File: src/pkg/rsr_defines.vh
`ifndef RSR_DEFINES_VH
`define RSR_DEFINES_VH

// register offsets
`define RSR_REG_CTRL 4'h0
`define RSR_REG_STAT 4'h4
`define RSR_REG_INFO 4'h8
`define RSR_REG_CNT 4'hC

// control fields
`define RSR_CTRL_EOM 0
`define RSR_CTRL_CLR 1
`define RSR_CTRL_RST 1'b0

// link phase codes
`define RSR_PH_FREE 3'h0
`define RSR_PH_DIN 3'h1
`define RSR_PH_STAT 3'h3
`define RSR_PH_MSGI 3'h7

// status and message bytes
`define RSR_STATUS_GOOD 8'h00
`define RSR_MSG_CMD_CPL 8'h00

// sense record layout
`define RSR_SENSE_LEN 5'h12
`define RSR_SENSE_B0 8'hF0
`define RSR_SENSE_ADD_LEN 8'h0A
`define RSR_IDX_KEY 5'h02
`define RSR_IDX_INFO0 5'h03
`define RSR_IDX_INFO3 5'h06
`define RSR_IDX_ADDLEN 5'h07
`define RSR_IDX_ASC 5'h0C
`define RSR_IDX_ASCQ 5'h0D

// sense keys
`define RSR_KEY_NONE 4'h0
`define RSR_KEY_NRDY 4'h2
`define RSR_KEY_MED 4'h3
`define RSR_KEY_HW 4'h4
`define RSR_KEY_ILL 4'h5
`define RSR_KEY_UA 4'h6
`define RSR_KEY_ABRT 4'hB

// additional sense codes
`define RSR_ASC_NONE 8'h00
`define RSR_ASC_INTERNAL 8'h44
`define RSR_ASC_MSG_ERR 8'h43

`endif

File: src/rtl/rsr_responder.v
// Operation
// - on command, snapshot condition and send it
// - then GOOD status, command complete, release busy
// - allocation length zero sends nothing, no error
// - stop at allocation length or record end
// - record built on check condition or bus-free error
// - valid bit always one
// - error code always current error
// - segment number always zero
// - file mark always zero
// - end-of-medium shows window reading complete
// - length flag set on block length mismatch
// - only keys 0,2,3,4,5,6,B reported
// - key 0 on success or length-only check
// - key 2 when unit not accessible
// - key 3 on medium problem
// - key 4 on unrecoverable hardware fault
// - key 5 on illegal command or parameters
// - key 6 after target reset
// - key B when command aborted
// - info bytes hold requested minus actual count
// - additional length always ten
// - bytes C and D carry code, qualifier
//
// Added by the designer: the plain strobed port and the placing of the registers.
`timescale 1ns/1ps
`include "rsr_defines.vh"

module rsr_responder (
    // clock and reset
    input wire clk,
    input wire resetn,
    // register port
    input wire [3:0] reg_addr,
    input wire [31:0] reg_wdata,
    input wire reg_wr,
    input wire reg_rd,
    output reg [31:0] reg_rdata,
    // decoded request sense command
    input wire cmd_valid,
    input wire [7:0] cmd_alloc,
    input wire cmd_lun_ok,
    // error reports from the scanner
    input wire err_valid,
    input wire [3:0] err_key,
    input wire [7:0] err_asc,
    input wire [7:0] err_ascq,
    input wire err_ili,
    input wire [31:0] err_info,
    input wire busfree_err,
    // target side of the link
    output reg bsy,
    output reg [2:0] phase,
    output reg req,
    output reg [7:0] data_out,
    input wire ack
);

    ////////////////////////////////////////////////////////////////////
    // states, one-hot

    localparam [5:0] ST_IDLE = 6'b000001;
    localparam [5:0] ST_LOAD = 6'b000010;
    localparam [5:0] ST_DATA = 6'b000100;
    localparam [5:0] ST_STAT = 6'b001000;
    localparam [5:0] ST_MSG = 6'b010000;
    localparam [5:0] ST_FREE = 6'b100000;

    reg [5:0] state_q;
    reg [4:0] count_q;
    reg [4:0] send_n_q;

    // stored condition
    reg pend_q;
    reg [3:0] key_q;
    reg [7:0] asc_q;
    reg [7:0] ascq_q;
    reg ili_q;
    reg [31:0] info_q;
    // stored record must outlive the current sequence
    reg hold_q;

    // snapshot sent on the link
    reg [3:0] s_key_q;
    reg [7:0] s_asc_q;
    reg [7:0] s_ascq_q;
    reg s_ili_q;
    reg [31:0] s_info_q;
    reg s_eom_q;

    // software control
    reg eom_q;
    reg clr_q;

    wire [7:0] sbyte;
    wire take;
    wire key_ok;
    wire new_err;
    wire delivered;

    ////////////////////////////////////////////////////////////////////
    // key screening

    function legal_key;
        input [3:0] k;
        begin
            legal_key = (k == `RSR_KEY_NONE) || (k == `RSR_KEY_NRDY) ||
                        (k == `RSR_KEY_MED) || (k == `RSR_KEY_HW) ||
                        (k == `RSR_KEY_ILL) || (k == `RSR_KEY_UA) ||
                        (k == `RSR_KEY_ABRT);
        end
    endfunction

    assign key_ok = legal_key(err_key);
    assign new_err = err_valid | busfree_err;
    // byte taken on the edge where both are high
    assign take = req & ack;
    // stored record went out in this sequence
    assign delivered = state_q[5] & pend_q & ~hold_q;

    ////////////////////////////////////////////////////////////////////
    // stored sense condition

    always @(posedge clk or negedge resetn) begin
        if (!resetn) begin
            // reset itself is reported as unit attention
            pend_q <= 1'b1;
            key_q <= `RSR_KEY_UA;
            asc_q <= `RSR_ASC_NONE;
            ascq_q <= 8'h00;
            ili_q <= 1'b0;
            info_q <= 32'h0000_0000;
        end else if (busfree_err) begin
            // a bus-free error overrides any report of the same cycle
            pend_q <= 1'b1;
            key_q <= `RSR_KEY_ABRT;
            asc_q <= `RSR_ASC_MSG_ERR;
            ascq_q <= 8'h00;
            ili_q <= 1'b0;
            info_q <= 32'h0000_0000;
        end else if (err_valid) begin
            pend_q <= 1'b1;
            if (key_ok) begin
                // covers keys 0,2,3,4,5,6,B as reported
                key_q <= err_key;
                asc_q <= err_asc;
                ascq_q <= err_ascq;
            end else begin
                // unknown key folds into internal hardware fault
                key_q <= `RSR_KEY_HW;
                asc_q <= `RSR_ASC_INTERNAL;
                ascq_q <= 8'h00;
            end
            ili_q <= err_ili;
            info_q <= err_info;
        end else if (delivered || clr_q) begin
            // new error above wins over this clear
            pend_q <= 1'b0;
            key_q <= `RSR_KEY_NONE;
            asc_q <= `RSR_ASC_NONE;
            ascq_q <= 8'h00;
            ili_q <= 1'b0;
            info_q <= 32'h0000_0000;
        end
    end

    ////////////////////////////////////////////////////////////////////
    // delivery tracking

    // the snapshot is frozen in load, so an error stored from that edge
    // on, or a record replaced by the unit check, never went out
    always @(posedge clk or negedge resetn) begin
        if (!resetn) begin
            hold_q <= 1'b0;
        end else if (new_err) begin
            // kept for the next request rather than lost at free
            hold_q <= ~state_q[0];
        end else if (state_q[0]) begin
            hold_q <= 1'b0;
        end else if (state_q[1] && !cmd_lun_ok) begin
            hold_q <= 1'b1;
        end
    end

    ////////////////////////////////////////////////////////////////////
    // command sequencer

    always @(posedge clk or negedge resetn) begin
        if (!resetn) begin
            state_q <= ST_IDLE;
            count_q <= 5'h00;
            send_n_q <= 5'h00;
            s_key_q <= `RSR_KEY_NONE;
            s_asc_q <= `RSR_ASC_NONE;
            s_ascq_q <= 8'h00;
            s_ili_q <= 1'b0;
            s_info_q <= 32'h0000_0000;
            s_eom_q <= 1'b0;
            bsy <= 1'b0;
            phase <= `RSR_PH_FREE;
            req <= 1'b0;
            data_out <= 8'h00;
        end else begin
            case (state_q)
                ST_IDLE: begin
                    if (cmd_valid) begin
                        // truncate to the shorter of allocation and record
                        if (cmd_alloc > {3'b000, `RSR_SENSE_LEN}) begin
                            send_n_q <= `RSR_SENSE_LEN;
                        end else begin
                            send_n_q <= cmd_alloc[4:0];
                        end
                        bsy <= 1'b1;
                        state_q <= ST_LOAD;
                    end
                end
                ST_LOAD: begin
                    // freeze condition so late errors cannot tear the record
                    if (!cmd_lun_ok) begin
                        s_key_q <= `RSR_KEY_NRDY;
                        s_asc_q <= `RSR_ASC_NONE;
                        s_ascq_q <= 8'h00;
                        s_ili_q <= 1'b0;
                        s_info_q <= 32'h0000_0000;
                    end else begin
                        s_key_q <= key_q;
                        s_asc_q <= asc_q;
                        s_ascq_q <= ascq_q;
                        s_ili_q <= ili_q;
                        s_info_q <= info_q;
                    end
                    s_eom_q <= eom_q;
                    count_q <= 5'h00;
                    if (send_n_q == 5'h00) begin
                        // zero allocation goes straight to status
                        phase <= `RSR_PH_STAT;
                        state_q <= ST_STAT;
                    end else begin
                        phase <= `RSR_PH_DIN;
                        state_q <= ST_DATA;
                    end
                end
                ST_DATA: begin
                    if (!req) begin
                        data_out <= sbyte;
                        req <= 1'b1;
                    end else if (take) begin
                        req <= 1'b0;
                        count_q <= count_q + 5'h01;
                        if (count_q + 5'h01 == send_n_q) begin
                            phase <= `RSR_PH_STAT;
                            state_q <= ST_STAT;
                        end
                    end
                end
                ST_STAT: begin
                    if (!req) begin
                        data_out <= `RSR_STATUS_GOOD;
                        req <= 1'b1;
                    end else if (take) begin
                        req <= 1'b0;
                        phase <= `RSR_PH_MSGI;
                        state_q <= ST_MSG;
                    end
                end
                ST_MSG: begin
                    if (!req) begin
                        data_out <= `RSR_MSG_CMD_CPL;
                        req <= 1'b1;
                    end else if (take) begin
                        req <= 1'b0;
                        state_q <= ST_FREE;
                    end
                end
                ST_FREE: begin
                    // stored record drops on this edge unless held
                    bsy <= 1'b0;
                    phase <= `RSR_PH_FREE;
                    data_out <= 8'h00;
                    state_q <= ST_IDLE;
                end
                default: begin
                    state_q <= ST_IDLE;
                    bsy <= 1'b0;
                    req <= 1'b0;
                    phase <= `RSR_PH_FREE;
                end
            endcase
        end
    end

    ////////////////////////////////////////////////////////////////////
    // sense record bytes

    rsr_sense_byte u_sbyte (
        .idx(count_q),
        .key(s_key_q),
        .asc(s_asc_q),
        .ascq(s_ascq_q),
        .ili(s_ili_q),
        .eom(s_eom_q),
        .info(s_info_q),
        .sbyte(sbyte)
    );

    ////////////////////////////////////////////////////////////////////
    // register port

    always @(posedge clk or negedge resetn) begin
        if (!resetn) begin
            eom_q <= `RSR_CTRL_RST;
            clr_q <= 1'b0;
        end else begin
            clr_q <= 1'b0;
            if (reg_wr && reg_addr == `RSR_REG_CTRL) begin
                eom_q <= reg_wdata[`RSR_CTRL_EOM];
                clr_q <= reg_wdata[`RSR_CTRL_CLR];
            end
        end
    end

    // read data stands in the cycle after the strobe only
    always @(posedge clk or negedge resetn) begin
        if (!resetn) begin
            reg_rdata <= 32'h0000_0000;
        end else if (!reg_rd) begin
            reg_rdata <= 32'h0000_0000;
        end else if (reg_addr == `RSR_REG_CTRL) begin
            reg_rdata <= {31'h0000_0000, eom_q};
        end else if (reg_addr == `RSR_REG_STAT) begin
            reg_rdata <= {ascq_q, asc_q, key_q, 3'b000, pend_q, 2'b00, state_q};
        end else if (reg_addr == `RSR_REG_INFO) begin
            reg_rdata <= info_q;
        end else if (reg_addr == `RSR_REG_CNT) begin
            reg_rdata <= {19'h0_0000, send_n_q, 3'b000, count_q};
        end else begin
            reg_rdata <= 32'h0000_0000;
        end
    end

endmodule // rsr_responder

File: src/rtl/rsr_sense_byte.v
`timescale 1ns/1ps
`include "rsr_defines.vh"

module rsr_sense_byte (
    // byte select
    input wire [4:0] idx,
    // captured condition
    input wire [3:0] key,
    input wire [7:0] asc,
    input wire [7:0] ascq,
    input wire ili,
    input wire eom,
    input wire [31:0] info,
    // selected byte
    output reg [7:0] sbyte
);

    wire [31:0] info_eff;
    wire [4:0] info_sel;

    // info only carries meaning with the length flag
    assign info_eff = ili ? info : 32'h0000_0000;
    assign info_sel = `RSR_IDX_INFO3 - idx;

    always @* begin
        sbyte = 8'h00;
        if (idx == 5'h00) begin
            sbyte = `RSR_SENSE_B0;
        end else if (idx == `RSR_IDX_KEY) begin
            sbyte = {1'b0, eom, ili, 1'b0, key};
        end else if (idx >= `RSR_IDX_INFO0 && idx <= `RSR_IDX_INFO3) begin
            sbyte = info_eff[{info_sel[1:0], 3'b000} +: 8];
        end else if (idx == `RSR_IDX_ADDLEN) begin
            sbyte = `RSR_SENSE_ADD_LEN;
        end else if (idx == `RSR_IDX_ASC) begin
            sbyte = asc;
        end else if (idx == `RSR_IDX_ASCQ) begin
            sbyte = ascq;
        end
    end

endmodule // rsr_sense_byte

File: config.mk
export PLATFORM = sky130hd
export DESIGN_NAME = rsr_responder
export DESIGN_NICKNAME = d
export VERILOG_FILES = /design/src/rtl/rsr_responder.v /design/src/rtl/rsr_sense_byte.v
export VERILOG_INCLUDE_DIRS = /design/src /design/src/pkg
export SDC_FILE = /design/constraint.sdc
export NUM_CORES = 1
export LEC_CHECK = 0
export BUFFER_PORTS_ARGS = -buffer_cell sky130_fd_sc_hd__buf_2
export CAP_MARGIN = 15
export CORE_MARGIN = 2
export CORE_UTILIZATION = 55
export DETAILED_ROUTE_END_ITERATION = 16
export PLACE_DENSITY = 0.88
export SETUP_SLACK_MARGIN = 0.15
export SLEW_MARGIN = 20
export SYNTH_ARGS = -nofsm -noshare
export SYNTH_HDL_FRONTEND = slang
export SYNTH_SLANG_ARGS = --single-unit
File: constraint.sdc
create_clock -name clk -period 2.92 [get_ports clk]
set_clock_uncertainty 0.1 [all_clocks]
set_input_delay 0.146 -clock clk [delete_from_list [all_inputs] [get_ports clk]]
set_output_delay 0.146 -clock clk [all_outputs]
set_load 0.005 [all_outputs]
==> results of run 1 <==
==> final cells by class <==
class	count	area, µm²	area share, %
Multi-Input combinational cell	499	3060	31.8
Sequential cell	172	4310	44.9
Timing Repair Buffer	201	1410	14.7
Inverter	10	37.5	0.391
Tap cell	180	225	2.35
Clock buffer	20	467	4.86
Clock inverter	12	91.3	0.952
==> flip-flops by register name, indices dropped and copies added, names as in the netlist, 3 cells and up <==
name / count
s_asc_q: 8
ascq_q: 8
count_q: 5
s_info_q: 32
asc_q: 8
phase: 3
info_q: 32
s_key_q: 4
data_out: 8
key_q: 4
state_q: 6
s_ascq_q: 8
send_n_q: 5
reg_rdata: 32
==> Yosys cell counts (4+ instances only) <==
library cell    n
dfrtp_1       168
nand2_1       142
o21ai_0        82
a22o_1         46
nor2_1         45
clkbuf_1       32
a22oi_1        22
a21oi_1        19
nand3_1        16
buf_2          15
inv_1           9
mux4_2          9
nor2b_1         9
a221o_1         7
and2_1          7
o221ai_1        6
nand2b_1        5
xor2_1          5
a31oi_1         4
and3_1          4
dfstp_2         4
ha_1            4
xnor2_1         4
==> worst max-delay path, cell delays in order, from the launching register on <==
cell	delay, ns
dfrtp_1	0.52
inv_1	0.12
ha_1	0.37
xor2_1	0.18
nor2_1	0.15
o2111ai_1	0.21
a31oi_2	0.30
mux2_2	0.35
==> through the flow <==
step	util [%]	instances	power, mW
2_1_floorplan	-	733	4.20
6_report	70.0	1094	7.08
3_5_place_dp	60.9	993	4.75
5_1_grt	70.0	1094	7.37
3_3_place_gp	60.9	993	4.66
4_1_cts	70.0	1094	6.92
==> cell usage in the layout (no fill, tap or decap), types with 7 or more instances in the layout <==
cell type,instances
dfrtp_1,168
nand2_1,142
buf_2,119
o21ai_0,82
dlygate4sd3_1,69
a22o_1,46
nor2_1,45
a22oi_1,22
a21oi_1,19
clkbuf_16,17
nand3_1,16
buf_4,10
inv_1,9
mux4_2,9
nor2b_1,8
a221o_1,7
and2_1,7
==> cell families after synthesis <==
| family | Yosys count | share of synthesized area (%) |
|---|---|---|
| mux | 15 | 3.49 |
| simple gates | 255 | 15.3 |
| buf+inv | 62 | 3.64 |
| fa+ha+maj | 4 | 0.656 |
| compound gates | 216 | 19.3 |
| xor+xnor | 9 | 1.03 |
| flops | 172 | 56.5 |
==> repair_timing <==
| item | in CTS | in global routing |
|---|---|---|
| hold endpoints to repair | 148 | 0 |
| hold buffers | 69 | 0 |
| setup buffers | 0 | 0 |
==> routing by layer <==
metal / vias up / GRT usage, % / routed length, µm
met2: 546 / 56.6 / 11800
met1: 3376 / 43.1 / 8510
met4: 0 / 14.3 / 1130
li1: 2950 / - / -
met5: - / 0 / 0
met3: 112 / 7.21 / 2420
==> how the worst min path moves through the flow <==
stage	startpoint	end	depth (start not counted)	slack [ns]
after CTS	cmd_alloc[5]	send_n_q[4]$_DFFE_PN0P_	4	0.02
final	cmd_alloc[5]	send_n_q[4]$_DFFE_PN0P_	4	0.05
after global placement	resetn	reg_rdata[29]$_DFF_PN0_	1	0.13
after detailed placement	resetn	reg_rdata[29]$_DFF_PN0_	1	0.13
after floorplan	resetn	asc_q[0]$_DFFE_PN0P_	0	-0.25
after global routing	busfree_err	asc_q[6]$_DFFE_PN0P_	3	0.07
==> report_power, final <==
part	internal [mW]	total (mW)	switching, mW
registers	2.90	3.40	0.492
logic	0.654	1.53	0.878
clock network	1.16	2.15	0.989
total	4.72	7.08	2.36
==> results.toml, run 1 <==
[critical_path]
cp-endpoint = "phase[0]$_DFFE_PN0P_"
r2r_end = "phase[0]$_DFFE_PN0P_"
arrival_ns = 2.62
r2r_slack_ns = 0.52
cp_max_fo = 8
r2r-start = "count_q[0]$_DFFE_PN0P_"
reg2reg_depth = 7
critPathRequiredTime_ns = 3.13
start_kind = "flop"
crit_start = "count_q[0]$_DFFE_PN0P_"
path_class = "flop to flop"
cp-end-kind = "flop"

[synth]
avgSynthCellArea_um2 = 10.4
synth_edf_count = 0
synth_cell_types = 63
netlist_instances = 733
mappedNetlistNets = 843
yosysWarningCount = 0
yosys-top-cells-area = "dfrtp_1, nand2_1, o21ai_0"
dominantRegCellSynth = "dfrtp_1"
synthArstFlopShare_pct = 100
synth_top_area_share_pct = 55.1
synth-seq-cells = 172
ys_seq_area_share_pct = 56.5
synth_area_um2 = 7630
synth_top_area_cell = "dfrtp_1"

[pwr]
p_per_area_nw_per_um2 = 737
leakage_nw = 4.47
worst_ir_drop_vdd_mv = 0.424

[layout]
postLayoutCellArea_um2 = 9600
layout.nets = 1011
layout-drive-gt1-share_pct = 21.3
layout-area-overhead-vs-synth_pct = 25.9
fillerInstances = 847
antennaDiodeCount = 0

[floorplan]
dieArea_um2 = 14800
initial_core_util_pct = 55.6
core_area_um2 = 13700
ioPinCount = 151
die_w_um = 122
die_h_um = 122
row_count = 43

[drt]
wl_um = 23900
drtAntennaViolNets = 0
viasPerCell = 6.38
drt_pass1_iterations = 5
vias = 6984
wl_per_cell_um = 21.8
drc = 0
first_iter_violations = 1049

[cts]
htreeDepth = 4
cts_made_buffers = 17
numClockSinks = 172
cts.clk_slew.worst_paths_ns = 0.07
clk_path_buf_depth = 2
clkLatencyLatePin_ns = 0.43
cts_tree = "yes"
cts_resized = 0
clockRootBuffer = "clkbuf_16"

[sta]
finalWorstSetupSlack_ns = 0.517
setup_viol_count_final = 0
hold_viol = 0
worstMarginPinSlew_ns = 0.923
finalCriticalPeriod_ns = 2.40
rsz0062_at_grt = "false"
drv_slew = 0
hold_ws_ns = 0.0453
fmax_mhz = 416
post-route-period-util_pct = 82.3
slew-limit-headroom_pct = 38.5
tns_ns = 0

[grt]
grt_max_degree = 106
antenna_found_initial = 0
grt_util_all_layers_pct = 33.9
overflow = 0
grt_pass1_wl_um = 37800
grt_pass1_vias = 6924

[placed_design]
dp_hpwl_um = 13900
port_buffers = 120
post-place-ws_ns = 0.588
gp_congestion = 0.922
postPlaceCellArea_um2 = 8350

[run]
cap_violations = 0

[status]
status = "finished, final reports clean"

[min_path]
min_path_type = "primary input to flop"
Note: power is estimated with default switching activity, not from simulation.
==> run 2, diff against run 1 <==
clock period = 2.4 ns   (was 2.92 ns; I/O delays follow)
==> run 2 against run 1 <==
Register-to-register slack worse by 0.29 ns. Final cell count is 1.5% higher. Routed wire length down 2.0%. Critical endpoint is now reg_rdata[0]$_DFF_PN0_. Non-clock buffer count increased by 17. Global-route usage decreased by 1.3 points. Critical path depth shrank 3. Via count hardly changed. Highest routed layer unchanged. Sequential share of layout area down 0.81 points. Design area grew 1.9%. Die area did not move. Clock-buffer cell count fell by 2. Worst setup slack lost 0.29 ns.
==> results.toml, run 2 (synthesis gave the netlist of run 1 again) <==
[sta]
fmax_mhz = 460
tns_ns = 0
finalCriticalPeriod_ns = 2.17
setup_viol_count_final = 0
post-route-period-util_pct = 90.6
drv_slew = 0
hold_ws_ns = 0.0276
worstMarginPinSlew_ns = 0.604
rsz0062_at_grt = "false"
slew-limit-headroom_pct = 59.6
hold_viol = 0

[critical_path]
cp_max_fo = 14
cp-end-kind = "flop"
start_kind = "flop"
path_class = "flop to flop"
arrival_ns = 2.38
critPathRequiredTime_ns = 2.61

[pwr]
power_switching_mw = 2.91
power_mw = 8.75
leakage_nw = 4.55
p_clk_share_pct = 30.1
worst_ir_drop_vdd_mv = 0.478
comb_power_share_pct = 22.5
switching_share_pct = 33.3
seq_power_share_pct = 47.3
intPower_mw = 5.84
p_per_area_nw_per_um2 = 895

[grt]
overflow = 0
grt_util_all_layers_pct = 32.6
grt_max_degree = 109
grt_pass1_vias = 6926
antenna_found_initial = 0
grt_pass1_wl_um = 36900

[floorplan]
core_area_um2 = 13700
initial_core_util_pct = 55.6
row_count = 43
ioPinCount = 151
dieArea_um2 = 14800
die_h_um = 122
die_w_um = 122

[cts]
htreeDepth = 4
clkLatencyLatePin_ns = 0.43
clockRootBuffer = "clkbuf_16"
cts.clk_slew.worst_paths_ns = 0.06
cts_made_buffers = 17
numClockSinks = 172
cts_tree = "yes"
clk_path_buf_depth = 2

[layout]
final_common_cell = "dfrtp_1"
final_cell_mix = "dfrtp_1, nand2_1, buf_2"
fillerInstances = 840
top_regs = "info_q (32), reg_rdata (32), s_info_q (32)"
layout.nets = 1028
layout-area-overhead-vs-synth_pct = 28.2
layout-drive-gt1-share_pct = 22.9
antennaDiodeCount = 0

[drt]
drtAntennaViolNets = 0
wl_per_cell_um = 21.1
first_iter_violations = 898
drt_pass1_iterations = 8
drc = 0
vias = 6981
wl_um = 23400
viasPerCell = 6.29

[placed_design]
port_buffers = 120
gp_congestion = 0.922
dp_hpwl_um = 13600

[min_path]
min_path_type = "primary input to flop"

[run]
cap_violations = 0

[status]
status = "finished, final reports clean"
[run 2: layer usage]
layer,part of all wire [%],track usage [%],vias up
li1,-,-,2979
met1,38,43.2,3412
met2,49,52.8,488
met3,9.2,7.16,102
met4,3.8,13.2,0
met5,0,0,-
[run 2: final cells by class]
type	count	area, µm²	share of cell area [%]
well taps	180	225	2.30
clock buffers	18	439	4.49
flip-flops and latches	172	4310	44.1
multi-input cells	499	3090	31.6
inverters	10	37.5	0.384
clock inverters	13	118	1.20
repair buffers	218	1560	16.0
[run 2: worst max-delay path, stage by stage, from the launching register on]
cell	delay [ns]
dfrtp_1	0.43
buf_4	0.24
mux4_2	0.50
and3_1	0.22
dlygate4sd3_1	0.57
[run 2: metrics by stage]
stage	std cells	setup slack (ns)	cell area, µm²	util, %
after detailed placement	1003	0.163	8450	61.6
after floorplan	733	0.152	7650	-
after CTS	1107	0.202	9740	71.0
after global routing	1110	0.159	9780	71.3
after global placement	1003	0.208	8450	61.6
final	1110	0.226	9780	71.3
[run 2: worst paths after layout]
| kind | start | end | slack, ns | cells past startpoint |
|---|---|---|---|---|
| worst min register to register | key_q[2]$_DFFE_PN1P_ | key_q[2]$_DFFE_PN1P_ | 0.36 | 2 |
| worst min-delay path | busfree_err | pend_q$_DFFE_PN1P_ | 0.03 | 2 |
| min in group asynchronous | resetn | reg_rdata[20]$_DFF_PN0_ | 0.14 | 2 |
| worst max register to register | count_q[0]$_DFFE_PN0P_ | reg_rdata[0]$_DFF_PN0_ | 0.23 | 4 |
| worst max-delay path | count_q[0]$_DFFE_PN0P_ | reg_rdata[0]$_DFF_PN0_ | 0.23 | 4 |
| max in group asynchronous | resetn | key_q[1]$_DFFE_PN1P_ | 1.27 | 3 |
[run 2: timing repair]
action / 4_1_cts / 5_1_grt
endpoints found under the setup margin: 1 / 14
setup buffers: 0 / 3
hold buffers: 73 / 0
pin swaps: 0 / 1
endpoints found under the hold margin: 130 / 0
resized for setup: 1 / 5
[run 2: power groups by stage]
| stage | sequential (mW) | combinational, mW | clock [mW] |
|---|---|---|---|
| finish | 4.14 | 1.97 | 2.64 |
| global route | 4.17 | 2.17 | 2.75 |
| CTS | 4.08 | 1.88 | 2.60 |
| detailed placement | 4.12 | 1.77 | 0 |
| global placement | 4.10 | 1.67 | 0 |
| floorplan | 3.85 | 1.29 | 0 |
==> run 3, diff against run 2 <==
ABC_AREA = 1   (was not set)
CTS_BUF_LIST = sky130_fd_sc_hd__clkbuf_4 sky130_fd_sc_hd__clkbuf_8   (was not set)
PLACE_DENSITY = 0.87   (was 0.88)
RECOVER_POWER = 100   (was not set)
==> run 3 against run 2 <==
Non-clock buffer count grew 7. Maximum frequency grew 1.5%. Design area grew 1.4%. Total power shrank 2.8%. Routed wire length shrank 4.5%. Critical endpoint is now reg_rdata[30]$_DFF_PN0_. Clock power shrank 23%. The run now ends with max-capacitance violations, max-slew violations left. Sequential cell count is the same. Global-route usage shrank 3.5 points. Largest power group unchanged. Largest cell class unchanged. Combinational power grew 34%. Critical path type is now primary input to flop. Sequential power shrank 7.0%.
==> results.toml, run 3 <==
[placed_design]
gp_congestion = 0.973
dp_hpwl_um = 14200
port_buffers = 120
postPlaceCellArea_um2 = 8730

[drt]
vias = 7283
wl_um = 22400
drt_pass1_iterations = 5
first_iter_violations = 758
viasPerCell = 5.64
drtAntennaViolNets = 0
wl_per_cell_um = 17.3
drc = 0

[synth]
mappedNetlistNets = 1009
synth_top_area_share_pct = 52.7
synth-seq-cells = 172
yosysMostFrequentCell = "dfrtp_1"
synth_area_um2 = 7980
yosysWarningCount = 0
netlist_instances = 899
synth_edf_count = 0
synthTopCellsByCount = "dfrtp_1, inv_1, nand2_1"
synth_top_area_cell = "dfrtp_1"
synthArstFlopShare_pct = 100
ys_seq_area_share_pct = 54.0
avgSynthCellArea_um2 = 8.88
yosys-top-cells-area = "dfrtp_1, inv_1, nand3_1"
dominantRegCellSynth = "dfrtp_1"
synth_cell_types = 43

[pwr]
p_per_area_nw_per_um2 = 858
switching_share_pct = 37.0
power_mw = 8.50
power_switching_mw = 3.15
p_clk_share_pct = 23.8
comb_power_share_pct = 30.9
intPower_mw = 5.35
worst_ir_drop_vdd_mv = 0.517
leakage_nw = 4.72
seq_power_share_pct = 45.3

[min_path]
hold_path_depth = 4
min_path_type = "primary input to flop"
hp-start = "cmd_lun_ok"
min_to = "s_ili_q$_DFFE_PN0P_"

[floorplan]
die_w_um = 124
row_count = 44
core_area_um2 = 14400
die_h_um = 124
ioPinCount = 151
initial_core_util_pct = 55.5
dieArea_um2 = 15500

[critical_path]
slowest_delay_ns = 0.54
r2r_slack_ns = 0.29
arrival_ns = 2.45
cp-end-kind = "flop"
cpLargestDelayFamily = "buffers and inverters"
critPathRequiredTime_ns = 2.70
reg2reg_depth = 13
start_kind = "primary input"
crit_start = "reg_addr[1]"
r2r-start = "count_q[0]$_DFFE_PN0P_"
crit_buf_inv = 4
cp_cell_sequence = "dlygate4sd3_1, clkbuf_1, nor2_4, nand2_1, nor2_1, inv_1, o22ai_1, inv_1, nor2_1"
r2r_end = "phase[2]$_DFFE_PN0P_"
path_class = "primary input to flop"
crit_slowest_cell = "dlygate4sd3_1"
cp_max_fo = 21

[layout]
final_cell_mix = "dfrtp_1, inv_1, nand2_1"
top_regs = "info_q (32), reg_rdata (32), s_info_q (32)"
layout.nets = 1204
antennaDiodeCount = 0
fillerInstances = 1082
utilization_pct = 69.0
layout-area-overhead-vs-synth_pct = 24.2
layout-drive-gt1-share_pct = 18.4
final_common_cell = "dfrtp_1"
postLayoutCellArea_um2 = 9910
multi_input_area_um2 = 2860
regArea_um2 = 4310

[grt]
grt_pass1_vias = 7112
grt_util_all_layers_pct = 29.2
grt_pass1_wl_um = 35900
grt_max_degree = 70
antenna_found_initial = 0
overflow = 0

[run]
cap_violations = 1

[sta]
post-route-period-util_pct = 89.3
finalCriticalPeriod_ns = 2.14
drv_slew = 69
worstMarginPinSlew_ns = 1.72
rsz0062_at_grt = "false"
fmax_mhz = 467
tns_ns = 0
slew-limit-headroom_pct = -15.0
hold_ws_ns = 0.0906
hold_viol = 0
setup_viol_count_final = 0

[cts]
htreeDepth = 4
clkLatencyLatePin_ns = 0.47
cts_made_buffers = 17
clk_path_buf_depth = 2
cts_tree = "yes"
cts.clk_slew.worst_paths_ns = 0.09
clockRootBuffer = "clkbuf_8"
numClockSinks = 172

[status]
violations = "max-capacitance violations, max-slew violations"
status = "complete, but fails checks"
==> run 3: cell count changes after synthesis, moves of 9 or more <==
cell	change
a22oi_1	-22
a22o_1	-46
clkbuf_1	-10
nand4_1	+17
o22ai_1	+44
nand3_1	+76
inv_2	+11
o31ai_1	+26
nand2_1	-22
inv_1	+118
mux4_2	-9
nor2b_1	-9
==> run 3: metal layers <==
layer  wire [µm]  GRT usage [%]  part of all wire (%)
met5           0              0                     0
met4         582           11.0                   2.6
met3        1730           6.27                   7.7
met2       11000           47.8                    49
met1        9010           38.4                    40
==> run 3: area by class of cell <==
type | instances | share of cell area, %
tap | 184 | 2.32
multi-input combinational | 536 | 28.8
timing repair buffer | 225 | 16.1
clock inverter | 14 | 1.45
clock buffer | 18 | 2.44
inverter | 142 | 5.40
sequential | 172 | 43.5
==> run 3: how the worst max path moves through the flow <==
stage / to / cells after the start / slack [ns]
6_report: reg_rdata[30]$_DFF_PN0_ / 9 / 0.26
5_1_grt: phase[0]$_DFFE_PN0P_ / 13 / 0.07
4_1_cts: send_n_q[1]$_DFFE_PN0P_ / 9 / 0.20
3_5_place_dp: phase[1]$_DFFE_PN0P_ / 13 / 0.26
3_3_place_gp: phase[0]$_DFFE_PN0P_ / 13 / 0.28
2_1_floorplan: phase[2]$_DFFE_PN0P_ / 14 / 0.45
==> run 3: worst register-to-register path: cells and delay by family (launching register included) <==
family | cells | cell delay (ns)
and+or+nand+nor | 10 | 0.90
DFF | 1 | 0.44
adders and majority gates | 1 | 0.35
buffers and inverters | 2 | 0.21
==> run 3: power groups by stage <==
stage,clock network [mW],registers (mW),logic (mW)
CTS,2.04,3.84,2.54
floorplan,0,3.74,1.77
global placement,0,3.88,2.33
global route,2.17,3.90,2.96
finish,2.02,3.85,2.63
detailed placement,0,3.89,2.40
==> run 3: kinds of logic after synthesis <==
family          count (synthesis)  synth area share (%)
flops                         172                  54.0
simple gates                  320                  19.6
fa+ha+maj                       4                 0.627
mux                             1                 0.141
buf+inv                       191                  9.78
compound gates                210                  15.8
xor+xnor                        1                 0.110
==> run 3: stage by stage <==
step | instances | worst slack [ns]
2_1_floorplan | 899 | 0.455
3_3_place_gp | 1170 | 0.279
3_5_place_dp | 1170 | 0.264
4_1_cts | 1283 | 0.203
5_1_grt | 1291 | 0.0711
6_report | 1291 | 0.258
==> run 3: what timing repair did <==
item                       in CTS  in global routing
hold buffers                   81                  0
hold endpoints to repair      147                  0
gates resized for setup         0                  7
setup endpoints to repair       0                 17
setup buffers                   0                  8
